$ cat src/shared/pic_defs.vh
`ifndef PIC_DEFS_VH
`define PIC_DEFS_VH

// register byte addresses
`define PIC_ADDR_START 32'h80000148
`define PIC_ADDR_DMA 32'h80000150
`define PIC_ADDR_STAT 32'h80000154
`define PIC_ADDR_CFG 32'h80000158
`define PIC_ADDR_TPA 32'h8000015C
`define PIC_ADDR_ERR 32'h80000170

// initiator configuration fields
`define PIC_CFG_MODE 0
`define PIC_CFG_CMD_LSB 6
`define PIC_CFG_CMD_MSB 7
`define PIC_CFG_CMD_RST 2'h1
`define PIC_CFG_MODE_RST 1'h0
`define PIC_SOFT_RESET 32'hFFFFFFFF

// dma configuration fields
`define PIC_DMA_CMD_LSB 8
`define PIC_DMA_CMD_MSB 11
`define PIC_DMA_CNT_LSB 0
`define PIC_DMA_CNT_MSB 7

// status fields
`define PIC_ST_SYS 12
`define PIC_ST_ACT 7
`define PIC_ST_TXFULL 6
`define PIC_ST_TXEMPTY 5
`define PIC_ST_RXEMPTY 4

// target page layout and reset value
`define PIC_TPA_MASK 32'hFF00FF00
`define PIC_TPA_RST 32'h40009000
`define PIC_PAGE1_RST 8'h40

// low command bits for memory-mapped accesses
`define PIC_MM_LOAD 2'h2
`define PIC_MM_STORE 2'h3

// controller states
`define PIC_CS_IDLE 4'h0
`define PIC_CS_ADDR 4'h1
`define PIC_CS_DATA 4'h2
`define PIC_CS_DONE 4'h3

// dma sequencer states
`define PIC_DS_IDLE 4'h0
`define PIC_DS_ARM 4'h1
`define PIC_DS_RUN 4'h2

`endif

$ cat src/logic/pic_initiator_ctrl.v
// Implementation choice: strobed register access.
`include "pic_defs.vh"
`default_nettype none

module pic_initiator_ctrl #(
    parameter DEPTH = 8,
    parameter AW = 3
) (
    input wire mclk,
    input wire rst_b,
    input wire [31:0] regAddr,
    input wire [31:0] regWdata,
    input wire regWr,
    input wire regRd,
    output reg [31:0] regRdata_q,
    input wire mmReq,
    input wire mmWrite,
    input wire [31:0] mmAddr,
    input wire [31:0] mmWdata,
    output reg mmDone_q,
    output reg [31:0] mmRdata_q,
    input wire [31:0] txData,
    input wire txValid,
    output reg txReady_q,
    output reg [31:0] rxData_q,
    output reg rxValid_q,
    input wire rxReady,
    output reg [7:0] window1Page_q,
    output reg initError_q,
    input wire pciClk,
    input wire pciTrdy,
    input wire [31:0] pciAdIn,
    input wire sysEnPin,
    output reg pciFrame_q,
    output reg pciIrdy_q,
    output reg [3:0] pciCmd_q,
    output reg [31:0] pciAdOut_q,
    output reg pciAdOe_q
);

    reg rstS1, rstS2;
    wire rstN = rstS2;
    reg clkS1, clkS2, clkS3;
    reg trdyS1, trdyS2, sysS1, sysS2;
    reg [31:0] adS1, adS2;
    wire pciRise = clkS2 & ~clkS3;

    reg [31:0] startAddr_q, dmaCfg_q, tpa_q;
    reg [1:0] cmdHi_q;
    reg mode_q;
    reg [3:0] cs_q, ds_q;
    reg dmaPend_q, mmPend_q, mmWr_q, isDma_q, isWrite_q;
    reg [31:0] mmA_q, mmD_q;
    reg [7:0] left_q;
    reg [31:0] txMem [0:DEPTH-1];
    reg [31:0] rxMem [0:DEPTH-1];
    reg [AW-1:0] txWp_q, txRp_q, rxWp_q, rxRp_q;
    reg [AW:0] txCnt_q, rxCnt_q;
    reg [AW:0] txCnt_d, rxCnt_d;
    wire [AW:0] depthW = DEPTH[AW:0];

    wire wrStart = regWr && regAddr == `PIC_ADDR_START;
    wire wrDma = regWr && regAddr == `PIC_ADDR_DMA;
    wire wrCfg = regWr && regAddr == `PIC_ADDR_CFG;
    wire wrTpa = regWr && regAddr == `PIC_ADDR_TPA;
    wire wrErr = regWr && regAddr == `PIC_ADDR_ERR;
    wire softRst = wrCfg && regWdata == `PIC_SOFT_RESET;

    // word handshake on the link
    wire wordDone = pciRise && cs_q == `PIC_CS_DATA && pciIrdy_q && trdyS2;
    wire txPush = txValid & txReady_q;
    wire txPop = wordDone & isDma_q & isWrite_q;
    wire rxPush = wordDone & isDma_q & ~isWrite_q;
    wire rxPop = rxValid_q & rxReady;
    wire busy = cs_q != `PIC_CS_IDLE;

    // reset release and pin synchronisers
    always @(posedge mclk or negedge rst_b) begin
        if (!rst_b) begin
            rstS1 <= 1'b0;
            rstS2 <= 1'b0;
        end else begin
            rstS1 <= 1'b1;
            rstS2 <= rstS1;
        end
    end

    always @(posedge mclk or negedge rstN) begin
        if (!rstN) begin
            clkS1 <= 1'b0;
            clkS2 <= 1'b0;
            clkS3 <= 1'b0;
            trdyS1 <= 1'b0;
            trdyS2 <= 1'b0;
            sysS1 <= 1'b0;
            sysS2 <= 1'b0;
            adS1 <= 32'h00000000;
            adS2 <= 32'h00000000;
        end else begin
            clkS1 <= pciClk;
            clkS2 <= clkS1;
            clkS3 <= clkS2;
            trdyS1 <= pciTrdy;
            trdyS2 <= trdyS1;
            sysS1 <= sysEnPin;
            sysS2 <= sysS1;
            adS1 <= pciAdIn;
            adS2 <= adS1;
        end
    end

    // queue occupancy
    always @* begin
        txCnt_d = txCnt_q;
        rxCnt_d = rxCnt_q;
        if (txPush && !txPop) txCnt_d = txCnt_q + {{AW{1'b0}}, 1'b1};
        if (!txPush && txPop) txCnt_d = txCnt_q - {{AW{1'b0}}, 1'b1};
        if (rxPush && !rxPop) rxCnt_d = rxCnt_q + {{AW{1'b0}}, 1'b1};
        if (!rxPush && rxPop) rxCnt_d = rxCnt_q - {{AW{1'b0}}, 1'b1};
    end

    // queue storage
    always @(posedge mclk) begin
        if (txPush) txMem[txWp_q] <= txData;
        if (rxPush) rxMem[rxWp_q] <= adS2;
    end

    // queue pointers and flags
    always @(posedge mclk or negedge rstN) begin
        if (!rstN) begin
            txWp_q <= {AW{1'b0}};
            txRp_q <= {AW{1'b0}};
            rxWp_q <= {AW{1'b0}};
            rxRp_q <= {AW{1'b0}};
            txCnt_q <= {(AW+1){1'b0}};
            rxCnt_q <= {(AW+1){1'b0}};
            txReady_q <= 1'b0;
            rxValid_q <= 1'b0;
            rxData_q <= 32'h00000000;
        end else if (softRst) begin
            txWp_q <= {AW{1'b0}};
            txRp_q <= {AW{1'b0}};
            rxWp_q <= {AW{1'b0}};
            rxRp_q <= {AW{1'b0}};
            txCnt_q <= {(AW+1){1'b0}};
            rxCnt_q <= {(AW+1){1'b0}};
            txReady_q <= 1'b0;
            rxValid_q <= 1'b0;
        end else begin
            if (txPush) txWp_q <= txWp_q + {{(AW-1){1'b0}}, 1'b1};
            if (txPop) txRp_q <= txRp_q + {{(AW-1){1'b0}}, 1'b1};
            if (rxPush) rxWp_q <= rxWp_q + {{(AW-1){1'b0}}, 1'b1};
            if (rxPop) rxRp_q <= rxRp_q + {{(AW-1){1'b0}}, 1'b1};
            txCnt_q <= txCnt_d;
            rxCnt_q <= rxCnt_d;
            txReady_q <= txCnt_d != depthW;
            // head word loaded when the queue starts or advances
            rxValid_q <= rxCnt_d != {(AW+1){1'b0}} && !(rxPop && rxValid_q && !rxPush
                && rxCnt_q == {{AW{1'b0}}, 1'b1}) && !(rxValid_q && rxPop);
            if (!rxValid_q || rxPop) begin
                if (rxPop) rxData_q <= rxMem[rxRp_q + {{(AW-1){1'b0}}, 1'b1}];
                else rxData_q <= rxPush && rxCnt_q == {(AW+1){1'b0}} ? adS2 : rxMem[rxRp_q];
            end
        end
    end

    // configuration registers
    always @(posedge mclk or negedge rstN) begin
        if (!rstN) begin
            startAddr_q <= 32'h00000000;
            dmaCfg_q <= 32'h00000000;
            cmdHi_q <= `PIC_CFG_CMD_RST;
            mode_q <= `PIC_CFG_MODE_RST;
            tpa_q <= `PIC_TPA_RST;
            window1Page_q <= `PIC_PAGE1_RST;
        end else begin
            if (wrStart) startAddr_q <= regWdata;
            if (wrDma) dmaCfg_q <= {20'h00000, regWdata[11:0]};
            if (softRst) begin
                cmdHi_q <= `PIC_CFG_CMD_RST;
            end else if (wrCfg) begin
                cmdHi_q <= regWdata[`PIC_CFG_CMD_MSB:`PIC_CFG_CMD_LSB];
                mode_q <= regWdata[`PIC_CFG_MODE];
            end
            if (wrTpa) begin
                tpa_q <= regWdata & `PIC_TPA_MASK;
                window1Page_q <= regWdata[31:24];
            end
        end
    end

    // internal error flag, set wins over clear
    always @(posedge mclk or negedge rstN) begin
        if (!rstN) begin
            initError_q <= 1'b0;
        end else if (softRst && (dmaPend_q || (busy && isDma_q))) begin
            initError_q <= 1'b1;
        end else if (wrErr && regWdata[0]) begin
            initError_q <= 1'b0;
        end
    end

    // link engine and request capture
    always @(posedge mclk or negedge rstN) begin
        if (!rstN) begin
            cs_q <= `PIC_CS_IDLE;
            ds_q <= `PIC_DS_IDLE;
            dmaPend_q <= 1'b0;
            mmPend_q <= 1'b0;
            mmWr_q <= 1'b0;
            mmA_q <= 32'h00000000;
            mmD_q <= 32'h00000000;
            isDma_q <= 1'b0;
            isWrite_q <= 1'b0;
            left_q <= 8'h00;
            mmDone_q <= 1'b0;
            mmRdata_q <= 32'h00000000;
            pciFrame_q <= 1'b0;
            pciIrdy_q <= 1'b0;
            pciCmd_q <= 4'h0;
            pciAdOut_q <= 32'h00000000;
            pciAdOe_q <= 1'b0;
        end else if (softRst) begin
            cs_q <= `PIC_CS_IDLE;
            ds_q <= `PIC_DS_IDLE;
            dmaPend_q <= 1'b0;
            mmPend_q <= 1'b0;
            mmDone_q <= mmPend_q;
            pciFrame_q <= 1'b0;
            pciIrdy_q <= 1'b0;
            pciAdOe_q <= 1'b0;
        end else begin
            mmDone_q <= 1'b0;
            if (wrDma && mode_q && regWdata[7:0] != 8'h00 && !dmaPend_q && ds_q == `PIC_DS_IDLE) begin
                dmaPend_q <= 1'b1;
                ds_q <= `PIC_DS_ARM;
            end
            if (mmReq && !mmPend_q) begin
                mmPend_q <= 1'b1;
                mmWr_q <= mmWrite;
                mmA_q <= mmAddr;
                mmD_q <= mmWdata;
            end
            if (pciRise) begin
                case (cs_q)
                    `PIC_CS_IDLE: begin
                        if (dmaPend_q && mode_q) begin
                            cs_q <= `PIC_CS_ADDR;
                            ds_q <= `PIC_DS_RUN;
                            dmaPend_q <= 1'b0;
                            isDma_q <= 1'b1;
                            isWrite_q <= dmaCfg_q[`PIC_DMA_CMD_LSB];
                            pciCmd_q <= dmaCfg_q[`PIC_DMA_CMD_MSB:`PIC_DMA_CMD_LSB];
                            left_q <= dmaCfg_q[`PIC_DMA_CNT_MSB:`PIC_DMA_CNT_LSB];
                            pciAdOut_q <= startAddr_q;
                            pciFrame_q <= 1'b1;
                            pciAdOe_q <= 1'b1;
                        end else if (mmPend_q && mode_q) begin
                            cs_q <= `PIC_CS_ADDR;
                            isDma_q <= 1'b0;
                            isWrite_q <= mmWr_q;
                            pciCmd_q <= {cmdHi_q, mmWr_q ? `PIC_MM_STORE : `PIC_MM_LOAD};
                            left_q <= 8'h01;
                            pciAdOut_q <= mmA_q;
                            pciFrame_q <= 1'b1;
                            pciAdOe_q <= 1'b1;
                        end
                    end
                    `PIC_CS_ADDR: begin
                        cs_q <= `PIC_CS_DATA;
                        pciAdOe_q <= isWrite_q;
                    end
                    `PIC_CS_DATA: begin
                        if (wordDone) begin
                            pciIrdy_q <= 1'b0;
                            left_q <= left_q - 8'h01;
                            if (!isDma_q && !isWrite_q) mmRdata_q <= adS2;
                            if (left_q == 8'h01) begin
                                cs_q <= `PIC_CS_DONE;
                                pciFrame_q <= 1'b0;
                                pciAdOe_q <= 1'b0;
                            end
                        end else if (!pciIrdy_q) begin
                            if (!isDma_q) begin
                                pciIrdy_q <= 1'b1;
                                pciAdOut_q <= mmD_q;
                            end else if (isWrite_q && txCnt_q != {(AW+1){1'b0}}) begin
                                pciIrdy_q <= 1'b1;
                                pciAdOut_q <= txMem[txRp_q];
                            end else if (!isWrite_q && rxCnt_q != depthW) begin
                                pciIrdy_q <= 1'b1;
                            end
                        end
                    end
                    `PIC_CS_DONE: begin
                        cs_q <= `PIC_CS_IDLE;
                        if (isDma_q) ds_q <= `PIC_DS_IDLE;
                        else begin
                            mmPend_q <= 1'b0;
                            mmDone_q <= 1'b1;
                        end
                        isDma_q <= 1'b0;
                    end
                    default: cs_q <= `PIC_CS_IDLE;
                endcase
            end
        end
    end

    // register read port, data one cycle after the strobe
    // status has no write path
    always @(posedge mclk or negedge rstN) begin
        if (!rstN) begin
            regRdata_q <= 32'h00000000;
        end else if (regRd) begin
            case (regAddr)
                `PIC_ADDR_START: regRdata_q <= startAddr_q;
                `PIC_ADDR_DMA: regRdata_q <= dmaCfg_q;
                `PIC_ADDR_STAT: begin
                    regRdata_q <= 32'h00000000;
                    regRdata_q[`PIC_ST_SYS] <= sysS2;
                    regRdata_q[11:8] <= ds_q;
                    regRdata_q[`PIC_ST_ACT] <= dmaPend_q | mmPend_q | busy;
                    regRdata_q[`PIC_ST_TXFULL] <= txCnt_q == depthW;
                    regRdata_q[`PIC_ST_TXEMPTY] <= txCnt_q == {(AW+1){1'b0}};
                    regRdata_q[`PIC_ST_RXEMPTY] <= rxCnt_q == {(AW+1){1'b0}};
                    regRdata_q[3:0] <= cs_q;
                end
                `PIC_ADDR_CFG: regRdata_q <= {24'h000000, cmdHi_q, 5'h00, mode_q};
                `PIC_ADDR_TPA: regRdata_q <= tpa_q;
                `PIC_ADDR_ERR: regRdata_q <= {31'h00000000, initError_q};
                default: regRdata_q <= 32'h00000000;
            endcase
        end else begin
            regRdata_q <= 32'h00000000;
        end
    end

endmodule

`default_nettype wire

$ cat config.mk
export PLATFORM = sky130hd
export DESIGN_NAME = pic_initiator_ctrl
export DESIGN_NICKNAME = d
export VERILOG_FILES = /design/src/logic/pic_initiator_ctrl.v
export VERILOG_INCLUDE_DIRS = /design/src /design/src/shared
export SDC_FILE = /design/constraint.sdc
export NUM_CORES = 1
export LEC_CHECK = 0
export BUFFER_PORTS_ARGS = -buffer_cell sky130_fd_sc_hd__buf_2
export CELL_PAD_IN_SITES_DETAIL_PLACEMENT = 0
export CELL_PAD_IN_SITES_GLOBAL_PLACEMENT = 1
export CORE_ASPECT_RATIO = 0.5
export CORE_MARGIN = 2
export CORE_UTILIZATION = 43
export CTS_CLUSTER_DIAMETER = 80
export CTS_CLUSTER_SIZE = 25
export DETAILED_ROUTE_END_ITERATION = 10
export GPL_ROUTABILITY_DRIVEN = 0
export GPL_TIMING_DRIVEN = 0
export PLACE_DENSITY_LB_ADDON = 0.12
export SYNTH_ARGS = -nofsm -noshare
export SYNTH_HDL_FRONTEND = slang
export SYNTH_SLANG_ARGS = --single-unit
$ cat constraint.sdc
create_clock -name mclk -period 32.6 [get_ports mclk]
set_clock_uncertainty 0.15 [all_clocks]
set_input_delay 0 -clock mclk [delete_from_list [all_inputs] [get_ports mclk]]
set_output_delay 0 -clock mclk [all_outputs]
set_load 0.05 [all_outputs]
After elaboration in Yosys (flattened, before gate mapping) --
Memories as Yosys holds them, arrays and structs flattened. Cells that the tools add are included.
Operators by class: add/sub/neg operators 9, eq/ne operators 23, multiplexer cells 92, bitwise operators 11, reductions and logical operators 78
Operators by type and width (count):
- 32-bit two-way mux | 9
- 32-bit == test (second input constant) | 7
- 32-bit case mux with 6 select lines | 1
- 4-bit two-way mux | 19
- 32-bit case mux with 2 select lines | 1
- 1-bit two-way mux | 43
- 1-bit logical AND | 32
- 3-bit two-way mux | 8
- 8-bit two-way mux | 3
- 2-bit nonzero test | 11
- 5-bit AND reduction | 4
- 4-bit zero test | 4
- 8-bit case mux with 2 select lines | 1
- 4-bit nonzero test | 4
- 3-bit by 1-bit adder with 3-bit output (second input constant) | 4
- 4-bit != test (second input constant) | 3
- 4-bit case mux with 3 select lines | 1
- 4-bit AND reduction | 3
- 1-bit zero test | 11
- 4-bit by 1-bit adder with 4-bit output (second input constant) | 2
- 4-bit by 1-bit == test with 1-bit output (second input constant) | 2
- 4-bit by 2-bit == test with 1-bit output (second input constant) | 2
- 8-bit by 1-bit == test with 1-bit output (second input constant) | 1
- 4-bit case mux with 2 select lines | 1
- other kinds (17) | 36
Storage, ports and cells: register bits 388, bits in writable memories 512, memories 2
Memories:
- rxMem | words 8, bits a word 32, read ports 2, clocked after memory_dff 0, write ports 1, RTL line pic_initiator_ctrl.v:56 | reg [31:0] rxMem [0:DEPTH-1];
- txMem | words 8, bits a word 32, read ports 1, clocked after memory_dff 0, write ports 1, RTL line pic_initiator_ctrl.v:55 | reg [31:0] txMem [0:DEPTH-1];

Depth between registers and ports, before layout --
Gate-level depths: netlist of the first run.
word-level depth 14, gate-level depth with buffers 12, depth with buffers taken out 8

Worst setup path after synthesis of the first run --
OpenSTA, ideal clock, no wires.
path type reg2reg, from register cs_q[0], to memory rxMem[0][0] (enable), setup time 0.501 ns, arrival 4.261 ns, required time 31.949 ns, setup slack 27.688 ns, cell stages (with the launch flop) 8, buffers on the path 2, clock period less this slack 4.912 ns, cells stage by stage dfrtp_1 > inv_1 > ha_1 > buf_2 > and2_1 > buf_4 > nand3_1 > nor4_1
Between the ends: longest elaborated chain between the ends 8
RTL lines:
- from (decl) | RTL line pic_initiator_ctrl.v:51 | reg [3:0] cs_q, ds_q;
- from (signal assigned) | RTL line pic_initiator_ctrl.v:206 | cs_q <= `PIC_CS_IDLE;
- from (signal assigned) | RTL line pic_initiator_ctrl.v:224 | cs_q <= `PIC_CS_IDLE;
- from (signal assigned) | RTL line pic_initiator_ctrl.v:248 | cs_q <= `PIC_CS_ADDR;
- 4-bit by 2-bit == test with 1-bit output
- 1-bit logical AND (no line)
- 1-bit logical AND (2 in a row) | RTL line pic_initiator_ctrl.v:70 | wire wordDone = pciRise && cs_q == `PIC_CS_DATA && pciIrdy_q && trdyS2;
- 1-bit bitwise AND (2 in a row) | RTL line pic_initiator_ctrl.v:73 | wire rxPush = wordDone & isDma_q & ~isWrite_q;
- 1-bit two-way mux | RTL line pic_initiator_ctrl.v:125 | if (rxPush) rxMem[rxWp_q] <= adS2;
- 1-bit two-way mux (not written as such) | RTL line pic_initiator_ctrl.v:125
- to (decl) | RTL line pic_initiator_ctrl.v:56
No other way between the ends.

Final worst setup path of the first run --
from input regAddr[28], to register mmD_q[3]
Between the ends: longest elaborated chain between the ends 5
RTL lines:
- from (decl) | RTL line pic_initiator_ctrl.v:11 | input wire [31:0] regAddr,
- 32-bit == test
- 1-bit logical AND (no line) (2 in a row)
- 1-bit NOT (no line)
- 2-bit AND reduction (no line)
- to (signal assigned) | RTL line pic_initiator_ctrl.v:242 | mmD_q <= mmWdata;
- to (decl) | RTL line pic_initiator_ctrl.v:53 | reg [31:0] mmA_q, mmD_q;
No other way between the ends. A chain may end at the register's enable or synchronous reset.

==> metrics.csv, run 1 <==
metric,value,unit
standard-cell row count,76,
Min-Delay Endpoint,regRdata_q[11],
worst supply voltage drop on vdd,50.52,uV
total global-route track usage,23.45,%
clock tree from TritonCTS,done,
Max Buffers Root-to-Sink,3,
transition time at the pin with the least slew margin,1.140,ns
crit end category,flip-flop,
pre-CTS setup slack,29.18,ns
top cell type's share of synthesized area,41.38,%
Maximum Capacitance Violations,0,
number of buffers inserted by port buffering,349,
top cells by area in the synthesized netlist,"edfxtp_1 (41%), dfrtp_1 (25%), mux4_2 (12%), mux2_2 (6.7%), mux2i_1 (2.0%)",
startpoint of the tightest hold check path,regAddr[27],
wire per inst,24.99,um
type of the worst setup path,in -> reg,
run status,"complete, no violations",
Min-Delay Path Depth,6,
post-synthesis area per instance,16.86,um2
post-CTS setup buffer count,0,
number of cells on the worst reg-to-reg path,11,
pin count of the biggest net entering global routing,69,
antenna-violating nets left,0,
final worst setup slack,28.56,ns
dpl hpwl,72.45,mm
worst reg2reg path endpoint,rxMem[4][22],
Max H-tree Level,2,
complex-gate fraction of the synthesized area,4.879,%
async set-reset flop share out of synthesis,42.41,%
Mapped Nets,2423,
critical path's slowest cell,dlygate4sd3_1,
most prevalent standard cell on the critical path,dlygate4sd3_1,
Post-Syn Area,0.03716,mm2
via count,22530,
mean number of vias per cell,5.425,
source-to-sink clock delay at the later pin of the worst-skew pair,0.62,ns
clock-pin slew on the worst setup and hold paths,0.10,ns
relative slew slack,23.98,%
leakage component of the power,17.98,nW
fraction of synthesized area in multiplexers,20.59,%
minimum clock period,4.036,ns
chain of cells forming the critical path,dlygate4sd3_1 -> buf_2 -> nor4_1 -> dlygate4sd3_1 -> and3_1 -> dlygate4sd3_1 -> nand2_2 -> nor3_2 -> or3b_1 -> buf_6 -> mux2_2 -> dlygate4sd3_1,
Synth Register Bits,889,
Synth Warn #,0,
number of antenna violations at the first check in global routing,6,
number of buffers added by the clock tree synthesis step,41,
number of clock sinks,889,
net count reported at finish,3164,
Top Ports,350,
worst-case register-to-register setup slack,29.17,ns
drt first pass iters,6,
RSZ-0062 raised after global routing,no,
initial core utilization,43.28,%
adder and majority gate portion of the synthesized area,0.5387,%
library cell used as clock root buffer,clkbuf_16,
sequential cell area fraction in the yosys report,66.78,%
largest family of logic cells by synthesized area,multiplexers,
area of the core region,0.08587,mm2
"Slew Viols, Final",0,
startpoint types,input port,
Worst EP arrival,4.37,ns
Cell variety after synth,73,
ratio of cells with drive above 1 in the final layout,32.81,%
vias in the first global route,23670,
die width,419.7,um
final total negative setup slack,0,ns
post-synthesis xor/xnor area fraction,0.3771,%
Crit Path Max Fanout,10,
WHS,0.02092,ns
final hold violation count,0,
Hold WC Path Type,in -> reg,
floorplan die height,211.9,um
Post-Synth Simple-Gate Area,4.647,%
"Data required, critical path",32.94,ns
Mapped Cells,2204,
setup violation total in the final timing report,0,
power density over the cells,72.36,mW/mm2
most common flop cell mapped by yosys,edfxtp_1,
sum of routed wire length over all layers,103.8,mm
overflow left after global routing,0,
total DRC errors in the routed layout,0,
final worst path period share,12.38,%
delay of the slowest cell on the worst path,0.64,ns
global-route wire length before repair,153.3,mm
Die Outline Area,0.08893,mm2
maximum clock frequency,0.2478,GHz
number of flops mapped to enable cells by yosys,512,
cell type with the highest aggregate area in the netlist,edfxtp_1,
startpoint of the lowest-slack register-to-register path,cs_q[0],
Area growth syn-to-layout,22.15,%
violation count after the first detailed-routing iteration,1834,
-- per-stage QoR --
| step | cells | power (mW) | cell area (um2) | util, % |
|---|---|---|---|---|
| finish | 4153 | 3.285 | 45390 | 52.86 |
| detailed placement | 3784 | 2.677 | 41270 | 48.06 |
| global placement | 3723 | 2.651 | 40370 | 47.01 |
| floorplan | 2204 | 2.320 | 37160 | - |
| global route | 4153 | 3.451 | 45390 | 52.86 |
| CTS | 4147 | 3.318 | 45370 | 52.83 |
-- cells by family after synthesis --
logic type               after synthesis
AND/OR/NAND/NOR                      353
buffers and inverters                164
adder cells (fa/ha/maj)               16
other                                  1
AO/OA/AOI/OAI                        269
flip-flops                           889
XOR/XNOR                              16
multiplexers                         496
-- worst max-delay path, delay by kind of cell --
family	cells	cell delay, ns
muxes	1	0.35
and+or+nand+nor	5	1.35
buffers and inverters	6	2.65
-- power by group --
| part | switching (mW) | internal [mW] |
|---|---|---|
| Sequential | 0.0934 | 1.36 |
| Combinational | 0.714 | 0.508 |
| Clock | 0.358 | 0.255 |
-- how the worst max path moves through the flow --
stage / startpoint / end / slack [ns] / cells after the start
floorplan: rstN / adS1[0] / 21.17 / 0
CTS: regAddr[28] / mmD_q[3] / 28.66 / 12
global placement: rstN / rxData_q[10] / 15.60 / 0
detailed placement: cs_q[0] / rxMem[4][17] / 29.18 / 11
finish: regAddr[28] / mmD_q[3] / 28.56 / 12
global route: regAddr[28] / mmD_q[2] / 28.47 / 12
-- sequential cells by signal (all words and copies together), names as in the netlist, 32 cells and up --
signal and count:
rxMem 256, txMem 256, adS1 32, adS2 32, mmA_q 32, mmD_q 32, mmRdata_q 32, pciAdOut_q 32
regRdata_q 32, rxData_q 32, startAddr_q 32
-- Yosys cell counts, types with 33 or more instances --
cell	n
a221oi_1	33
nor2_1	54
mux2_2	222
a22o_1	45
mux2i_1	76
nand2_1	147
edfxtp_1	512
dfrtp_1	373
clkbuf_1	65
mux4_2	192
nand3_1	45
buf_2	46
a21oi_1	81
o21ai_0	45
-- per-layer routing --
metal  GRT usage [%]  up-vias  share of wire (%)  wire [um]
met1           30.45    11850                 41      42470
met2           42.19      505                 53      54660
met5               0        -              0.013         13
li1                -    10050                  -          -
met4           5.718        2                2.5       2623
met3           2.671      131                3.9       4007
-- final cells by class --
type | instances | area [um2]
Antenna cell | 5 | 12.51
Buffer | 146 | 742.0
Clock buffer | 74 | 1202
Clock inverter | 2 | 20.02
Fill cell | 7186 | 40480
Inverter | 18 | 67.56
Multi-Input combinational cell | 1151 | 11630
Sequential cell | 889 | 24820
Tap cell | 1170 | 1464
Timing Repair Buffer | 698 | 5434
-- cells in the final DEF, fill, tap and decap left out, types with 12 or more instances in the layout --
cell type      Yosys  final
a22oi_1           12     12
buf_2             46    395
a22o_1            45     45
clkbuf_16          0     43
buf_4             18     34
o21ai_0           45     45
dlygate4sd3_1      0    288
ha_1              16     16
clkbuf_1          65     95
buf_6              9     38
nand3_1           45     45
nor2_1            54     50
dfrtp_1          373    372
a21oi_1           81     81
mux2i_1           76     76
a221oi_1          33     33
mux2_2           222    222
mux4_2           192    192
and2_1            18     18
edfxtp_1         512    512
inv_1             18     18
nand2_1          147    147
-- timing repair --
item                      in CTS  in global routing
hold buffers                 287                  1
resized for setup              0                  0
hold endpoints to repair     468                  1
Note: power is estimated with default switching activity, not from simulation.
==> run 2: changes to the inputs <==
clock period = 3.6 ns   (was 32.6 ns; I/O delays follow)
==> run 2 against run 1 <==
Critical path depth down 1. Global-route usage up 0.46 points. Clock power rose to 9.1 times the previous value. Via count up 0.66%. Worst setup slack worse by 28 ns. Largest power group unchanged. Sequential share of layout area down 0.42 points. Combinational power rose to 9.1 times the previous value. Clock-buffer cell count down 1. Non-clock buffer count up 14. Largest cell class unchanged. Die area unchanged. First-iteration DRC count down 2.9%.
==> metrics.csv, run 2 (synthesized netlist as in run 1, its figures left out) <==
metric,value,unit
standard-cell row count,76,
maximum clock frequency,0.2849,GHz
most frequent cells in the layout,"edfxtp_1 (512), buf_2 (395), dfrtp_1 (372)",
relative slew slack,24.28,%
setup violation total in the final timing report,0,
via count,22680,
total DRC errors in the routed layout,0,
Die Outline Area,0.08893,mm2
worst reg2reg path endpoint,rxMem[3][20],
overflow left after global routing,0,
die width,419.7,um
Maximum Capacitance Violations,0,
antenna-violating nets left,0,
count of buffer and inverter cells on the critical path,5,
Worst EP arrival,3.88,ns
clock-pin slew on the worst setup and hold paths,0.10,ns
power density over the cells,652.5,mW/mm2
initial core utilization,43.28,%
wire per inst,25.36,um
violation count after the first detailed-routing iteration,1780,
Max Buffers Root-to-Sink,3,
number of buffers added by the clock tree synthesis step,41,
floorplan die height,211.9,um
run status,"complete, no violations",
"Slew Viols, Final",0,
source-to-sink clock delay at the later pin of the worst-skew pair,0.64,ns
design internal power,19.22,mW
worst supply voltage drop on vdd,600.0,uV
final hold violation count,0,
sum of routed wire length over all layers,105.6,mm
WHS,0.02628,ns
RSZ-0062 raised after global routing,no,
type of the worst setup path,in -> reg,
"Data required, critical path",3.97,ns
drt first pass iters,6,
startpoint types,input port,
ratio of cells with drive above 1 in the final layout,32.49,%
number of clock sinks,889,
number of cells on the worst reg-to-reg path,9,
Min-Delay Endpoint,txMem[0][1],
most prevalent standard cell on the critical path,dlygate4sd3_1,
most common library cell in the layout ignoring fill and taps,edfxtp_1,
proportion of total power due to net switching,35.62,%
critical path's slowest cell,dlygate4sd3_1,
Max H-tree Level,2,
kind of cell adding the most delay to the critical path,buffers and inverters,
combinational share of power,37.3,%
chain of cells forming the critical path,dlygate4sd3_1 -> buf_2 -> nor4bb_1 -> dlygate4sd3_1 -> and4_1 -> nand2_2 -> nor3_2 -> or3b_1 -> buf_6 -> mux2_2 -> dlygate4sd3_1,
dpl hpwl,72.51,mm
power spent charging and discharging nets,10.63,mW
Top Ports,350,
startpoint of the lowest-slack register-to-register path,cs_q[0],
minimum clock period,3.510,ns
net count reported at finish,3178,
proportion of power drawn by flip-flops and latches,44.1,%
clock share of power,18.7,%
number of buffers inserted by port buffering,349,
mean number of vias per cell,5.445,
total global-route track usage,23.91,%
delay of the slowest cell on the worst path,0.61,ns
overall power consumption,29.85,mW
Min-Delay Path Depth,2,
registers with the highest flip-flop counts,"rxMem x256, txMem x256",
area of the core region,0.08587,mm2
clock tree from TritonCTS,done,
crit end category,flip-flop,
startpoint of the tightest hold check path,txData[1],
final worst path period share,97.50,%
transition time at the pin with the least slew margin,1.136,ns
global-route wire length before repair,155.8,mm
Crit Path Max Fanout,10,
pin count of the biggest net entering global routing,66,
worst-case register-to-register setup slack,0.24,ns
vias in the first global route,23780,
library cell used as clock root buffer,clkbuf_16,
Area growth syn-to-layout,23.10,%
Hold WC Path Type,in -> reg,
leakage component of the power,18.14,nW
number of antenna violations at the first check in global routing,8,
## run 2: cell types whose count changed in the layout (fill, tap and decap cells not counted), moves of 3 or more
cell / delta
buf_6: -6
buf_16: +5
buf_4: -13
nor3_4: +4
nor3_2: -4
buf_8: +3
buf_12: +4
dlygate4sd3_1: +21
## run 2: timing repair
| action | in CTS | in global routing |
|---|---|---|
| hold endpoints to repair | 469 | 0 |
| setup endpoints to repair | 0 | 61 |
| gates resized for setup | 0 | 1 |
| buffers inserted | 0 | 3 |
| hold buffers | 309 | 0 |
## run 2: area by class of cell
type                            count  area [um2]
Fill cell                        7077       40130
Tap cell                         1170        1464
Antenna cell                        3       7.507
Sequential cell                   889       24820
Clock inverter                      3       18.77
Timing Repair Buffer              712        5742
Buffer                            146       742.0
Clock buffer                       73        1199
Multi-Input combinational cell   1151       11680
Inverter                           18       67.56
## run 2: worst register-to-register path, cell delays in order (launching register included)
cell	delay, ns
dfrtp_1	0.45
inv_1	0.12
ha_1	0.16
buf_2	0.18
and2_1	0.14
buf_4	0.18
nand3_1	0.43
nor3_4	0.83
buf_16	0.24
buf_16	0.17
## run 2: worst max path at each step
stage,end,depth (start not counted),start
final,mmD_q[0],11,regAddr[9]
after CTS,rxMem[0][3],11,cs_q[0]
after global routing,mmD_q[1],11,regAddr[11]
after floorplan,txMem[3][0],4,txReady_q
after global placement,txMem[5][18],4,txReady_q
after detailed placement,rxMem[0][17],11,cs_q[0]
## run 2: routing by layer
| layer | routed length, um | track usage (%) |
|---|---|---|
| met1 | 44240 | 31.57 |
| met2 | 54180 | 41.44 |
| met3 | 4190 | 3.372 |
| met4 | 2964 | 6.785 |
| met5 | 36 | 0 |
## run 2: power groups by stage
stage / Clock [mW] / Combinational (mW) / Sequential, mW
6_report: 5.57 / 11.1 / 13.2
5_1_grt: 6.09 / 12.0 / 13.3
4_1_cts: 5.72 / 11.2 / 13.2
3_5_place_dp: 0 / 10.9 / 13.4
3_3_place_gp: 0 / 10.5 / 13.5
2_1_floorplan: 0 / 6.10 / 14.9
## run 2: per-stage QoR
step            TNS, ns  area, um2  util, %  instances  worst slack [ns]
2_1_floorplan   -165.10      37200        -       2204           -0.6176
3_3_place_gp   -1797.00      40410    47.06       3723            -3.182
3_5_place_dp          0      41370    48.18       3774            0.1165
4_1_cts               0      45680    53.20       4159           0.08217
5_1_grt               0      45740    53.27       4165           0.01149
6_report              0      45740    53.27       4165           0.09013
==> run 3: changes to the inputs <==
MAX_ROUTING_LAYER = met4   (was unset)
==> run 3 against run 2 <==
Worst setup slack improved by 0.029 ns. Worst hold slack improved by 0.0062 ns. Clock-buffer cell count did not move. Flip-flop and latch count did not move. Non-clock buffer count did not move. Critical endpoint unchanged. Largest cell class unchanged. Largest power group unchanged. Highest routed layer is now met4.
==> metrics.csv, run 3 (synthesized netlist as in run 1, its figures left out) <==
metric,value,unit
number of antenna violations at the first check in global routing,8,
type of the worst setup path,in -> reg,
die width,419.7,um
startpoint of the tightest hold check path,txData[1],
relative slew slack,23.96,%
initial core utilization,43.28,%
clock-pin slew on the worst setup and hold paths,0.10,ns
proportion of power drawn by flip-flops and latches,44.1,%
floorplan die height,211.9,um
mean number of vias per cell,5.460,
area of the core region,0.08587,mm2
final hold violation count,0,
Maximum Capacitance Violations,0,
vias in the first global route,23750,
design internal power,19.22,mW
library cell used as clock root buffer,clkbuf_16,
Max Buffers Root-to-Sink,3,
overflow left after global routing,0,
fin util,53.28,%
final worst setup slack,0.1191,ns
power spent charging and discharging nets,10.64,mW
Crit Path Max Fanout,10,
fillcell total,7074,
final total negative setup slack,0,ns
run status,"complete, no violations",
transition time at the pin with the least slew margin,1.141,ns
number of buffers added by the clock tree synthesis step,41,
antenna-violating nets left,0,
drt first pass iters,5,
pre-CTS setup slack,0.1165,ns
setup violation total in the final timing report,0,
worst supply voltage drop on vdd,599.3,uV
leakage component of the power,18.14,nW
source-to-sink clock delay at the later pin of the worst-skew pair,0.64,ns
violation count after the first detailed-routing iteration,1817,
Die Outline Area,0.08893,mm2
total DRC errors in the routed layout,0,
number of cells on the worst reg-to-reg path,9,
Top Ports,350,
worst-case register-to-register setup slack,0.23,ns
via count,22760,
total global-route track usage,24.65,%
dpl hpwl,72.51,mm
critical path capture point,mmD_q[0],
Worst EP arrival,3.86,ns
clock tree from TritonCTS,done,
first element of the critical path,regAddr[9],
number of clock sinks,889,
cell area after placement,0.04137,mm2
standard-cell row count,76,
"Slew Viols, Final",0,
RSZ-0062 raised after global routing,no,
wire per inst,25.32,um
most common library cell in the layout ignoring fill and taps,edfxtp_1,
ratio of cells with drive above 1 in the final layout,32.49,%
crit end category,flip-flop,
most frequent cells in the layout,"edfxtp_1 (512), buf_2 (395), dfrtp_1 (372)",
combinational share of power,37.3,%
minimum clock period,3.481,ns
multi-input logic area,0.01168,mm2
Max H-tree Level,2,
number of buffers inserted by port buffering,349,
final worst path period share,96.69,%
Area growth syn-to-layout,23.12,%
post-route cell area,0.04575,mm2
sequential standard cell area,0.02482,mm2
net count reported at finish,3178,
maximum clock frequency,0.2873,GHz
worst reg2reg path endpoint,rxMem[3][20],
sum of routed wire length over all layers,105.6,mm
power density over the cells,652.5,mW/mm2
startpoint of the lowest-slack register-to-register path,cs_q[0],
global-route wire length before repair,155.8,mm
startpoint types,input port,
registers with the highest flip-flop counts,"rxMem x256, txMem x256",
pin count of the biggest net entering global routing,66,
proportion of total power due to net switching,35.63,%
clock share of power,18.7,%
Hold WC Path Type,in -> reg,
"Data required, critical path",3.97,ns
[run 3: cell types whose count changed in the layout (fill, tap and decap cells not counted)]
| cell | previous run | this run |
|---|---|---|
| diode_2 | 3 | 7 |
[run 3: cell type report]
type / instances / share of cell area, %
multi-input cells: 1151 / 25.54
repair buffers: 712 / 12.55
well taps: 1170 / 3.200
inverters: 18 / 0.1477
clock inverters: 3 / 0.04102
flip-flops and latches: 889 / 54.24
diodes: 7 / 0.03829
clock buffers: 73 / 2.620
plain buffers: 146 / 1.622
[run 3: critical path, cell delays in order]
cell and delay (ns):
dlygate4sd3_1 0.53, buf_2 0.12, nor4bb_1 0.28, dlygate4sd3_1 0.60, and4_1 0.35, nand2_2 0.15, nor3_2 0.41, or3b_1 0.28
buf_6 0.21, mux2_2 0.35, dlygate4sd3_1 0.57
[run 3: power by group through the flow]
| stage | logic, mW | registers, mW | clock network [mW] |
|---|---|---|---|
| after floorplan | 6.10 | 14.9 | 0 |
| after global placement | 10.5 | 13.5 | 0 |
| after detailed placement | 10.9 | 13.4 | 0 |
| after CTS | 11.2 | 13.2 | 5.72 |
| after global routing | 12.0 | 13.3 | 6.10 |
| final | 11.1 | 13.2 | 5.57 |
[run 3: metrics by stage]
stage	hold WS [ns]	std cells	power (mW)
4_1_cts	0.0002257	4159	30.13
3_3_place_gp	-0.3632	3723	24.04
5_1_grt	0.004707	4168	31.38
2_1_floorplan	-0.4456	2204	21.00
3_5_place_dp	-0.3596	3774	24.30
6_report	0.03250	4169	29.86
[run 3: worst min path at each step]
stage	endpoint	slack [ns]	cells past startpoint
after floorplan	rstS1	-0.45	0
after global placement	rstS1	-0.36	1
after detailed placement	rstS1	-0.36	1
after CTS	mmD_q[11]	0.0002	3
after global routing	mmWr_q	0.005	3
final	txMem[0][1]	0.03	2
[run 3: what timing repair did]
item,CTS,global route
setup endpoints to repair,0,68
hold buffers,309,0
setup buffers,0,3
endpoints found under the hold margin,469,0
resized for setup,0,1
[run 3: routing by layer]
metal / GRT usage [%] / wire length [um]
met5: - / 0
met4: 6.822 / 2908
met3: 3.314 / 4219
met2: 41.36 / 54270
met1: 31.69 / 44170
